### config.mk
export PLATFORM = sky130hd
export DESIGN_NAME = sfi_dev_flat
export DESIGN_NICKNAME = d
export VERILOG_FILES = /design/src/core/sfi_pkg.sv /design/src/core/sfi_if.sv /design/src/core/sfi_dev.sv /design/src/flat_wrapper.sv
export VERILOG_INCLUDE_DIRS = /design/src /design/src/core
export SDC_FILE = /design/constraint.sdc
export NUM_CORES = 2
export LEC_CHECK = 0
export BUFFER_PORTS_ARGS = -buffer_cell sky130_fd_sc_hd__buf_4
export CAP_MARGIN = 15
export CELL_PAD_IN_SITES_DETAIL_PLACEMENT = 0
export CELL_PAD_IN_SITES_GLOBAL_PLACEMENT = 1
export CORE_MARGIN = 10
export CORE_UTILIZATION = 49
export DETAILED_ROUTE_END_ITERATION = 6
export PLACE_DENSITY_LB_ADDON = 0.1
export SLEW_MARGIN = 10
export SYNTH_ARGS = -nofsm -noshare
export SYNTH_HDL_FRONTEND = slang
export SYNTH_SLANG_ARGS = --single-unit
export TNS_END_PERCENT = 20
### constraint.sdc
create_clock -name mclk_in -period 5.1 [get_ports mclk_in]
set_input_delay 0.255 -clock mclk_in [delete_from_list [all_inputs] [get_ports mclk_in]]
set_output_delay 0.255 -clock mclk_in [all_outputs]
set_load 0.01 [all_outputs]
### src/core/sfi_regs.svh
// Register offsets, field positions, reset values and timing counts
`ifndef SFI_REGS_SVH
`define SFI_REGS_SVH
// Device register offsets on the serial link
`define SFI_TAP_TH    6'h1D
`define SFI_TAP_DUR   6'h21
`define SFI_TAP_LAT   6'h22
`define SFI_TAP_WIN   6'h23
`define SFI_ACT_TH    6'h24
`define SFI_STL_TH    6'h25
`define SFI_STL_TIME  6'h26
`define SFI_FALL_TH   6'h28
`define SFI_FALL_TIME 6'h29
`define SFI_IRQ_EN    6'h2E
`define SFI_IRQ_MAP   6'h2F
`define SFI_IRQ_FLAGS 6'h30
`define SFI_DATA_LO   6'h32
`define SFI_DATA_HI   6'h37
`define SFI_BUF_CTL   6'h38
`define SFI_BUF_STAT  6'h39
// Flag bit positions
`define SFI_F_DRDY    7
`define SFI_F_STAP    6
`define SFI_F_DTAP    5
`define SFI_F_ACT     4
`define SFI_F_STILL   3
`define SFI_F_FALL    2
`define SFI_F_WMARK   1
`define SFI_F_OVR     0
// Flags cleared by a read of the flag register
`define SFI_STICKY    8'h7C
// Buffer control fields
`define SFI_BC_MODE   7:6
`define SFI_BC_TRIG   5
`define SFI_BC_LVL    4:0
`define SFI_DEPTH     6'h20
`define SFI_CFG_RST   8'h00
// Host register offsets on APB
`define SFI_H_CTRL    8'h00
`define SFI_H_TXD     8'h04
`define SFI_H_RXL     8'h08
`define SFI_H_RXH     8'h0C
`define SFI_H_STAT    8'h10
// Host control fields
`define SFI_HC_HDR    7:0
`define SFI_HC_NB     10:8
// Timing
`define SFI_CLK_NS    40
`define SFI_HALF_CYC  4'h8
`define SFI_GAP_NS    5000
`define SFI_GAP_CYC   ((`SFI_GAP_NS + `SFI_CLK_NS - 1) / `SFI_CLK_NS)
`endif

### src/core/sfi_pkg.sv
// Types shared by both ends of the sample buffer link
package sfi_pkg;
  // Buffer modes in field order
  typedef enum logic [1:0] {SFI_BYPASS, SFI_FIFO, SFI_STREAM, SFI_TRIGGER} sfi_mode_t;
  // Host link sequencer states
  typedef enum logic [2:0] {SFI_IDLE, SFI_LEAD, SFI_LOW, SFI_HIGH, SFI_GAP} sfi_hst_t;
endpackage

### src/core/sfi_if.sv
// Serial link and interrupt pins between host and sensor
interface sfi_if;
  logic sclk;
  logic cs_n;
  logic mosi;
  logic miso;
  logic irq_pin_one;
  logic irq_pin_two;
  modport dev (input sclk, cs_n, mosi, output miso, irq_pin_one, irq_pin_two);
  modport hst (output sclk, cs_n, mosi, input miso, irq_pin_one, irq_pin_two);
endinterface

### src/core/sfi_dev.sv
// Sensor end: serial registers, detectors, interrupt pins, sample buffer
//
// Implementation choice: the serial link interface to the registers.
`include "sfi_regs.svh"
// Overview of operation
// - Two pins, enable mask, routing register
// - Host disables interrupts before configuring
// - Data flags clear by data reads; others by source read
// - New-sample flag follows unread data
// - Single tap: short over-threshold event
// - Double tap: second inside latency-window slot
// - Activity when above motion threshold
// - Stillness below threshold longer than time
// - Fall below threshold longer than time
// - Watermark while count reaches level
// - Overrun: overwrite in bypass, full otherwise
// - 32-entry buffer, four modes
// - Bypass keeps buffer empty
// - FIFO mode stops storing when full
// - Stream mode keeps newest 32
// - Trigger keeps last n, then FIFO
// - Host waits 5 us after trigger
// - One trigger until bypass re-arm
// - Data reads pop oldest sample
// - Partial sample read loses remaining bytes
// - Host leaves 5 us after data read
// - Fast links raise chip select between reads
module sfi_dev (
  // Clock and reset
  input  wire logic        mclk_in,
  input  wire logic        srst_in,
  // Link to the host
  sfi_if.dev               link,
  // Sample stream and magnitude
  input  wire logic        sample_valid_in,
  input  wire logic [15:0] x_axis_data_in,
  input  wire logic [15:0] y_axis_data_in,
  input  wire logic [15:0] z_axis_data_in,
  input  wire logic [7:0]  peak_mag_in,
  // Time bases: 625 us, 5 ms, 1 s pulses
  input  wire logic        tick_tap_in,
  input  wire logic        tick_fall_in,
  input  wire logic        tick_sec_in,
  // Buffer level
  output logic      [5:0]  buffer_level_out
);
  // Link synchronisers, bit 0 read only by bit 1
  logic [2:0] sck_q, cs_q;
  logic [1:0] mosi_q;
  logic       sck_rise, sck_fall, cs_hi, cs_rise;
  logic [2:0] bit_cnt, next_bit_cnt;
  logic       hdr, next_hdr, rd, next_rd, mb, next_mb, miso, next_miso;
  logic [5:0] addr, next_addr;
  logic [7:0] rx, next_rx, tx, next_tx, rdata, wdata;
  logic       wr_en, rd_load;
  // Configuration
  logic [7:0] tap_threshold, tap_duration_limit, tap_latency_time, second_tap_window;
  logic [7:0] motion_threshold, stillness_threshold, stillness_time;
  logic [7:0] fall_threshold, fall_time, irq_enable_mask, irq_pin_routing, buffer_control;
  logic [7:0] next_cfg [0:11];
  // Buffer and flags
  logic [47:0] mem [0:31];
  logic [47:0] byp_data, next_byp_data, cur;
  logic [4:0]  wp, next_wp, rp, next_rp;
  logic [5:0]  count, next_count;
  logic        trig_done, next_trig_done, unread, next_unread, ovr, next_ovr;
  logic        data_rd, next_data_rd, data_end, push, pop, trig;
  logic [4:0]  sticky, next_sticky;
  logic [7:0]  irq_flags;
  logic        pin1, next_pin1, pin2, next_pin2, pin_prev;
  sfi_pkg::sfi_mode_t mode;
  // Tap detector
  logic       tap_on, next_tap_on, armed, next_armed, second, next_second;
  logic [7:0] tap_cnt, next_tap_cnt;
  logic [9:0] gap_cnt, next_gap_cnt;
  logic       ev_stap, ev_dtap, above_tap;
  logic [9:0] lat2, win_end;
  // Stillness (0) and fall (1) timers
  logic [1:0] low_ev;

  assign sck_rise = sck_q[1] & ~sck_q[2];
  assign sck_fall = ~sck_q[1] & sck_q[2];
  assign cs_hi    = cs_q[1];
  assign cs_rise  = cs_q[1] & ~cs_q[2];
  assign wdata    = {rx[6:0], mosi_q[1]};
  assign mode     = sfi_pkg::sfi_mode_t'(buffer_control[`SFI_BC_MODE]);
  assign cur      = (mode == sfi_pkg::SFI_BYPASS) ? byp_data : mem[rp];

  // Serial slave: header byte, then data bytes, mode 3 timing
  always_comb begin
    next_bit_cnt = bit_cnt;
    next_hdr     = hdr;
    next_rd      = rd;
    next_mb      = mb;
    next_addr    = addr;
    next_rx      = rx;
    next_tx      = tx;
    next_miso    = miso;
    wr_en        = 1'b0;
    rd_load      = 1'b0;
    if (cs_hi) begin
      next_bit_cnt = 3'h0;
      next_hdr     = 1'b1;
    end else if (sck_rise) begin
      next_rx      = wdata;
      next_bit_cnt = bit_cnt + 3'h1;
      if (bit_cnt == 3'h7) begin
        if (hdr) begin
          next_hdr  = 1'b0;
          next_rd   = rx[6];
          next_mb   = rx[5];
          next_addr = {rx[4:0], mosi_q[1]};
        end else begin
          wr_en = ~rd;
          if (mb)
            next_addr = addr + 6'h01;
        end
      end
    end else if (sck_fall) begin
      if (bit_cnt == 3'h0 && !hdr && rd) begin
        rd_load   = 1'b1; // Read side effects fire on first bit out
        next_miso = rdata[7];
        next_tx   = {rdata[6:0], 1'b0};
      end else begin
        next_miso = tx[7];
        next_tx   = {tx[6:0], 1'b0};
      end
    end
  end

  // Read data mux
  always_comb begin
    rdata = 8'h00;
    unique case (addr)
      `SFI_TAP_TH:    rdata = tap_threshold;
      `SFI_TAP_DUR:   rdata = tap_duration_limit;
      `SFI_TAP_LAT:   rdata = tap_latency_time;
      `SFI_TAP_WIN:   rdata = second_tap_window;
      `SFI_ACT_TH:    rdata = motion_threshold;
      `SFI_STL_TH:    rdata = stillness_threshold;
      `SFI_STL_TIME:  rdata = stillness_time;
      `SFI_FALL_TH:   rdata = fall_threshold;
      `SFI_FALL_TIME: rdata = fall_time;
      `SFI_IRQ_EN:    rdata = irq_enable_mask;
      `SFI_IRQ_MAP:   rdata = irq_pin_routing;
      `SFI_IRQ_FLAGS: rdata = irq_flags;
      `SFI_BUF_CTL:   rdata = buffer_control;
      `SFI_BUF_STAT:  rdata = {trig_done, 1'b0, count};
      default: begin
        if (addr >= `SFI_DATA_LO && addr <= `SFI_DATA_HI)
          rdata = cur[{addr[2:0] - 3'h2, 3'h0} +: 8];
      end
    endcase
  end

  // Register writes
  always_comb begin
    next_cfg = '{tap_threshold, tap_duration_limit, tap_latency_time,
                 second_tap_window, motion_threshold, stillness_threshold,
                 stillness_time, fall_threshold, fall_time, irq_enable_mask,
                 irq_pin_routing, buffer_control};
    if (wr_en) begin
      unique case (addr)
        `SFI_TAP_TH:    next_cfg[0] = wdata;
        `SFI_TAP_DUR:   next_cfg[1] = wdata;
        `SFI_TAP_LAT:   next_cfg[2] = wdata;
        `SFI_TAP_WIN:   next_cfg[3] = wdata;
        `SFI_ACT_TH:    next_cfg[4] = wdata;
        `SFI_STL_TH:    next_cfg[5] = wdata;
        `SFI_STL_TIME:  next_cfg[6] = wdata;
        `SFI_FALL_TH:   next_cfg[7] = wdata;
        `SFI_FALL_TIME: next_cfg[8] = wdata;
        `SFI_IRQ_EN:    next_cfg[9] = wdata;
        `SFI_IRQ_MAP:   next_cfg[10] = wdata;
        `SFI_BUF_CTL:   next_cfg[11] = wdata;
        default:        next_cfg[0] = tap_threshold;
      endcase
    end
  end

  // Tap detector on sample boundaries
  assign above_tap = peak_mag_in > tap_threshold;
  assign lat2      = {1'b0, tap_latency_time, 1'b0};
  assign win_end   = lat2 + {1'b0, second_tap_window, 1'b0};
  always_comb begin
    next_tap_on  = tap_on;
    next_tap_cnt = (tap_on && tick_tap_in && tap_cnt != 8'hFF) ? tap_cnt + 8'h01 : tap_cnt;
    next_armed   = armed;
    next_second  = second;
    next_gap_cnt = (armed && tick_tap_in) ? gap_cnt + 10'h001 : gap_cnt;
    ev_stap      = 1'b0;
    ev_dtap      = 1'b0;
    if (armed && gap_cnt >= win_end)
      next_armed = 1'b0;
    if (sample_valid_in) begin
      if (above_tap && !tap_on) begin
        next_tap_on  = 1'b1;
        next_tap_cnt = 8'h00;
        next_second  = armed && gap_cnt > lat2 && gap_cnt < win_end;
      end else if (!above_tap && tap_on) begin
        next_tap_on = 1'b0;
        if (tap_duration_limit != 8'h00 && tap_cnt < tap_duration_limit) begin
          if (second) begin
            ev_dtap    = 1'b1;
            next_armed = 1'b0;
          end else begin
            ev_stap      = 1'b1;
            next_armed   = 1'b1;
            next_gap_cnt = 10'h000;
          end
        end
        next_second = 1'b0;
      end
    end
  end

  // Stillness and fall timers share one form
  for (genvar i = 0; i < 2; i++) begin : g_low
    logic [7:0] th, lim, cnt, next_cnt;
    logic       tick, below, next_below, hit, next_hit;
    assign th   = (i == 0) ? stillness_threshold : fall_threshold;
    assign lim  = (i == 0) ? stillness_time : fall_time;
    assign tick = (i == 0) ? tick_sec_in : tick_fall_in;
    always_comb begin
      next_below = below;
      next_cnt   = (below && tick && cnt != 8'hFF) ? cnt + 8'h01 : cnt;
      next_hit   = hit;
      low_ev[i]  = 1'b0;
      if (sample_valid_in && peak_mag_in >= th) begin
        next_below = 1'b0;
        next_cnt   = 8'h00;
        next_hit   = 1'b0;
      end else if (sample_valid_in)
        next_below = 1'b1;
      if (below && !hit && cnt > lim) begin
        low_ev[i] = 1'b1;
        next_hit  = 1'b1;
      end
    end
    always_ff @(posedge mclk_in) begin
      if (srst_in) begin
        below <= 1'b0;
        cnt   <= 8'h00;
        hit   <= 1'b0;
      end else begin
        below <= next_below;
        cnt   <= next_cnt;
        hit   <= next_hit;
      end
    end
  end

  // Buffer, data-ready, overrun, trigger
  assign data_end = data_rd && (cs_rise || (rd_load && addr == `SFI_BUF_CTL));
  assign pop      = data_end && mode != sfi_pkg::SFI_BYPASS && count != 6'h00;
  assign trig     = mode == sfi_pkg::SFI_TRIGGER && !trig_done &&
                    (buffer_control[`SFI_BC_TRIG] ? pin2 : pin1) && !pin_prev;
  always_comb begin
    next_wp        = wp;
    next_rp        = rp;
    next_count     = count;
    next_trig_done = trig_done;
    next_unread    = unread;
    next_ovr       = ovr;
    next_byp_data  = byp_data;
    next_data_rd   = (data_rd && !data_end) ||
                     (rd_load && addr >= `SFI_DATA_LO && addr <= `SFI_DATA_HI);
    push           = 1'b0;
    if (data_end)
      next_unread = 1'b0;
    if (pop || (data_end && mode == sfi_pkg::SFI_BYPASS))
      next_ovr = 1'b0;
    if (pop) begin
      next_rp    = rp + 5'h01;
      next_count = count - 6'h01;
    end
    if (mode == sfi_pkg::SFI_BYPASS) begin
      next_wp        = 5'h00;
      next_rp        = 5'h00;
      next_count     = 6'h00;
      next_trig_done = 1'b0;
      if (sample_valid_in) begin
        next_byp_data = {z_axis_data_in, y_axis_data_in, x_axis_data_in};
        next_unread   = 1'b1;
        if (unread)
          next_ovr = 1'b1;
      end
    end else if (sample_valid_in) begin
      if (next_count != `SFI_DEPTH) begin
        push       = 1'b1;
        next_count = next_count + 6'h01;
        if (next_count == `SFI_DEPTH)
          next_ovr = 1'b1;
      end else begin
        next_ovr = 1'b1;
        if (mode == sfi_pkg::SFI_STREAM ||
            (mode == sfi_pkg::SFI_TRIGGER && !trig_done)) begin
          push    = 1'b1;
          next_rp = next_rp + 5'h01;
        end
      end
      if (push)
        next_wp = wp + 5'h01;
    end
    if (trig) begin
      next_trig_done = 1'b1;
      if (next_count > {1'b0, buffer_control[`SFI_BC_LVL]}) begin
        next_rp    = next_rp + 5'(next_count - {1'b0, buffer_control[`SFI_BC_LVL]});
        next_count = {1'b0, buffer_control[`SFI_BC_LVL]};
      end
    end
  end

  // Flags and pins
  assign irq_flags = {(mode == sfi_pkg::SFI_BYPASS) ? unread : count != 6'h00,
                      sticky,
                      count >= {1'b0, buffer_control[`SFI_BC_LVL]},
                      ovr};
  always_comb begin
    next_sticky = sticky;
    if (rd_load && addr == `SFI_IRQ_FLAGS)
      next_sticky = 5'h00;
    next_sticky = next_sticky | {ev_stap, ev_dtap,
                                 sample_valid_in && peak_mag_in > motion_threshold,
                                 low_ev[0], low_ev[1]};
    next_pin1 = |(irq_flags & irq_enable_mask & ~irq_pin_routing);
    next_pin2 = |(irq_flags & irq_enable_mask & irq_pin_routing);
  end

  always_ff @(posedge mclk_in) begin
    if (push)
      mem[wp] <= {z_axis_data_in, y_axis_data_in, x_axis_data_in};
  end

  // Registers
  always_ff @(posedge mclk_in) begin
    if (srst_in) begin
      {sck_q, cs_q, mosi_q} <= 8'hFF;
      {bit_cnt, hdr, rd, mb, addr, rx, tx, miso} <= 29'h00000000;
      {tap_threshold, tap_duration_limit, tap_latency_time} <= {3{`SFI_CFG_RST}};
      {second_tap_window, motion_threshold, stillness_threshold} <= {3{`SFI_CFG_RST}};
      {stillness_time, fall_threshold, fall_time} <= {3{`SFI_CFG_RST}};
      {irq_enable_mask, irq_pin_routing, buffer_control} <= {3{`SFI_CFG_RST}};
      {byp_data, wp, rp, count} <= 64'h0;
      {trig_done, unread, ovr, data_rd, sticky, pin1, pin2, pin_prev} <= 12'h000;
      {tap_on, tap_cnt, armed, second, gap_cnt} <= 21'h000000;
      buffer_level_out <= 6'h00;
    end else begin
      sck_q  <= {sck_q[1:0], link.sclk};
      cs_q   <= {cs_q[1:0], link.cs_n};
      mosi_q <= {mosi_q[0], link.mosi};
      {bit_cnt, hdr, rd, mb, addr, rx, tx, miso} <=
        {next_bit_cnt, next_hdr, next_rd, next_mb, next_addr, next_rx, next_tx, next_miso};
      {tap_threshold, tap_duration_limit, tap_latency_time} <=
        {next_cfg[0], next_cfg[1], next_cfg[2]};
      {second_tap_window, motion_threshold, stillness_threshold} <=
        {next_cfg[3], next_cfg[4], next_cfg[5]};
      {stillness_time, fall_threshold, fall_time} <= {next_cfg[6], next_cfg[7], next_cfg[8]};
      {irq_enable_mask, irq_pin_routing, buffer_control} <=
        {next_cfg[9], next_cfg[10], next_cfg[11]};
      {byp_data, wp, rp, count} <= {next_byp_data, next_wp, next_rp, next_count};
      {trig_done, unread, ovr, data_rd, sticky} <=
        {next_trig_done, next_unread, next_ovr, next_data_rd, next_sticky};
      {pin1, pin2} <= {next_pin1, next_pin2};
      pin_prev <= buffer_control[`SFI_BC_TRIG] ? pin2 : pin1;
      {tap_on, tap_cnt, armed, second, gap_cnt} <=
        {next_tap_on, next_tap_cnt, next_armed, next_second, next_gap_cnt};
      buffer_level_out <= next_count;
    end
  end

  assign link.miso        = miso;
  assign link.irq_pin_one = pin1;
  assign link.irq_pin_two = pin2;
endmodule

### src/flat_wrapper.sv
// flat-port wrapper written by rule: the top's interface ports become plain ports
module sfi_dev_flat 
  (mclk_in, srst_in, sample_valid_in, x_axis_data_in, y_axis_data_in, z_axis_data_in, peak_mag_in, tick_tap_in, tick_fall_in, tick_sec_in, buffer_level_out, link_sclk, link_cs_n, link_mosi, link_miso, link_irq_pin_one, link_irq_pin_two);
  sfi_if link_i ();
  input  wire logic mclk_in;
  input  wire logic srst_in;
  input  wire logic sample_valid_in;
  input  wire logic [15:0] x_axis_data_in;
  input  wire logic [15:0] y_axis_data_in;
  input  wire logic [15:0] z_axis_data_in;
  input  wire logic [7:0] peak_mag_in;
  input  wire logic tick_tap_in;
  input  wire logic tick_fall_in;
  input  wire logic tick_sec_in;
  output logic      [5:0] buffer_level_out;
  input wire logic [$bits(link_i.sclk)-1:0] link_sclk;
  input wire logic [$bits(link_i.cs_n)-1:0] link_cs_n;
  input wire logic [$bits(link_i.mosi)-1:0] link_mosi;
  output wire logic [$bits(link_i.miso)-1:0] link_miso;
  output wire logic [$bits(link_i.irq_pin_one)-1:0] link_irq_pin_one;
  output wire logic [$bits(link_i.irq_pin_two)-1:0] link_irq_pin_two;
  assign link_i.sclk = link_sclk;
  assign link_i.cs_n = link_cs_n;
  assign link_i.mosi = link_mosi;
  assign link_miso = link_i.miso;
  assign link_irq_pin_one = link_i.irq_pin_one;
  assign link_irq_pin_two = link_i.irq_pin_two;
  sfi_dev u_core (.mclk_in(mclk_in), .srst_in(srst_in), .link(link_i), .sample_valid_in(sample_valid_in), .x_axis_data_in(x_axis_data_in), .y_axis_data_in(y_axis_data_in), .z_axis_data_in(z_axis_data_in), .peak_mag_in(peak_mag_in), .tick_tap_in(tick_tap_in), .tick_fall_in(tick_fall_in), .tick_sec_in(tick_sec_in), .buffer_level_out(buffer_level_out));
endmodule
==> results.cfg <==
[final_layout]
area_growth_pct = 14.1
design_area_um2 = 83100
nNetsFinal = 4900
drive_gt1_share_pct = 18.2

[critical_path]
crit_fanout = 14
cp-end-kind = flop
arrival_ns = 5.48
required_ns = 5.84
crit_type = flop to flop
crit_path_start_kind = flop

[placed_design]
routabilityCongestion = 0.860
port_buffers = 73
place_hpwl_um = 128000
placed_area_um2 = 76700

[floorplanning]
dieHeight_um = 405
core-area_um2 = 148000
ioPinCount = 74
die_w_um = 405
start_util_pct = 49.3
dieArea_um2 = 164000
rows = 141

[flow_run]
maxCapViolations = 0

[sta]
fin_skew_ns = 0.0446
rsz0062_at_grt = false
setup_viol = 0
finalSetupTns_ns = 0
fmax_mhz = 211
worst_pin_slew_ns = 1.08
slew_headroom_pct = 27.8
period_share_pct = 93.1
fin_crit_ns = 4.75
slew_viol_final = 0
report.final.hold_viol_count = 0

[hold_path]
min_path_type = input port to flop

[logic_synthesis]
yosysMostFrequentCell = edfxtp_1
synth_area_leaders = edfxtp_1 (63%), mux4_2 (9.0%), dfxtp_1 (6.8%), mux2i_1 (4.1%), ha_1 (2.0%)
syn_inst = 4482
synthDistinctLibCells = 86
syn_area_um2 = 72800
synth.avg_cell_area_um2 = 16.2
synth_edf_count = 1536
synth.top_cells.by_count = edfxtp_1 (1536), nand2_1 (313), mux2i_1 (296)
syn_nets = 4670
yosysWarnings = 0
ys_seq_area_share_pct = 70.2
yosysTopAreaCellShare_pct = 63.4
async_flop_share_pct = 0
synth_top_area_cell = edfxtp_1
ys.flop_type = edfxtp_1
ys_seq_elements = 1784

[drt]
ant_nets = 0
dr.pass1.iters = 5
wl_per_cell_um = 30.4
vias = 42200
drc = 0
first_iter_violations = 4444
wl_um = 206000
via_per_inst = 6.21

[power_and_ir_drop]
total_power_w = 0.0294
power_density_nw_per_um2 = 354
vdd_drop_max_mv = 0.297
p_leak_nw = 25.7

[cts]
cts_setup_buffers = 0
cts_sinks = 1784
h-tree-depth = 4
cts_buffers = 182
cts_tree = yes
max-clock-path-buffers = 3
cts-root-buf = clkbuf_16
insertion_delay_ns = 0.83
clk_pin_slew_ns = 0.06

[global_route]
grt-ovfl-total = 0
antenna_found_initial = 8
grt_max_degree = 109
grtUsageTotal_pct = 24.9
first_global_vias = 41200
grt_pass1_wl_um = 299000

[status]
status = finished clean
critical path: stages (launching register included):
cell	delay [ns]
dfxtp_1	0.35
or3b_1	0.49
o41ai_4	0.42
nand2_1	0.19
o21ai_1	0.25
ha_1	0.23
nand2_1	0.11
or4_1	0.52
a21oi_1	0.23
ha_1	0.31
mux2i_1	0.21
a21oi_1	0.07
or4_1	0.49
and3_2	0.33
or3_1	0.36
a21oi_2	0.13
power breakdown:
part           internal, W  switching [W]  leakage [nW]  total [W]
logic             0.000119       0.000362          7.01   0.000481
clock network      0.00745        0.00559          2.83     0.0130
registers           0.0158      0.0000227          15.8     0.0159
total               0.0234        0.00598          25.7     0.0294
cells by family (layout without fill, tap and decap cells):
group           count (synthesis)  after routing  share of synthesized area [%]
flops                        1784           1784                           70.2
simple gates                  834            834                           5.35
mux                           593            593                           13.2
fa+ha+maj                     123            123                           2.17
xor+xnor                       59             59                          0.710
other cells                     0              1                              0
buf+inv                       369            746                           2.07
compound gates                720            720                           6.33
cell usage in the layout (no fill, tap or decap), types with 118 or more instances in the layout:
master     netlist  routed
edfxtp_1      1536    1536
nand2_1        313     310
mux2i_1        296     296
mux4_2         292     292
dfxtp_1        248     244
a21oi_1        235     235
buf_4           14     224
clkbuf_16        0     185
nand3_1        150     149
nor2_1         159     125
ha_1           118     118
registers in the layout, indices dropped and copies added, names as in the netlist, 6 cells and up:
signal                     count
u_core.tap_threshold           8
u_core.fall_threshold          8
u_core.tx                      7
u_core.fall_time               8
u_core.tap_latency_time        8
u_core.byp_data               48
u_core.g_low.lim               8
u_core.tap_cnt                 8
u_core.buffer_level_out        6
u_core.g_low.cnt              16
u_core.irq_enable_mask         8
u_core.tap_duration_limit      8
u_core.buffer_control          8
u_core.irq_pin_routing         8
u_core.addr                    6
u_core.gap_cnt                10
u_core.rx                      7
u_core.second_tap_window       8
u_core.motion_threshold        8
u_core.mem                  1536
u_core.g_low.th                8
timing repair:
item                                   in CTS  in global routing
hold buffers                               54                  0
setup endpoints to repair                   0                 10
gates resized for setup                     0                  5
endpoints found under the hold margin    1600                  0
through the flow:
step	utilization [%]	hold slack, ns	instances	worst slack (ns)
detailed placement	51.9	0.398	6403	0.102
floorplan	-	0.354	4482	-0.388
CTS	56.2	0.000359	6788	0.0960
global placement	51.9	0.401	6403	0.142
global route	56.3	0.0493	6789	0.0445
finish	56.3	0.0359	6790	0.351
worst paths after layout:
check                                end             start  slack, ns  depth (start not counted)
hold / removal    u_core.g_low[0].cnt[0]       tick_sec_in       0.04                          4
setup / recovery            u_core.rp[0]    u_core.cs_q[1]       0.35                         15
hold reg to reg         u_core.mosi_q[1]  u_core.mosi_q[0]       0.41                          1
setup reg to reg            u_core.rp[0]    u_core.cs_q[1]       0.35                         15
layer usage:
| layer | part of all wire [%] | GRT usage (%) | vias to the layer above |
|---|---|---|---|
| met5 | 0.026 | 0 | - |
| met4 | 2.9 | 7.41 | 8 |
| met1 | 43 | 36.0 | 22000 |
| met2 | 47 | 39.3 | 1687 |
| li1 | - | - | 18200 |
| met3 | 6.7 | 3.81 | 331 |
area by class of cell:
class	instances	area, µm²
fillers	11500	64600
flip-flops and latches	1784	51100
multi-input cells	2329	20500
clock buffers	240	4960
repair buffers	308	2800
well taps	1930	2410
clock inverters	91	891
inverters	107	402
diodes	1	2.50
Note: power is estimated with default switching activity, not from simulation.
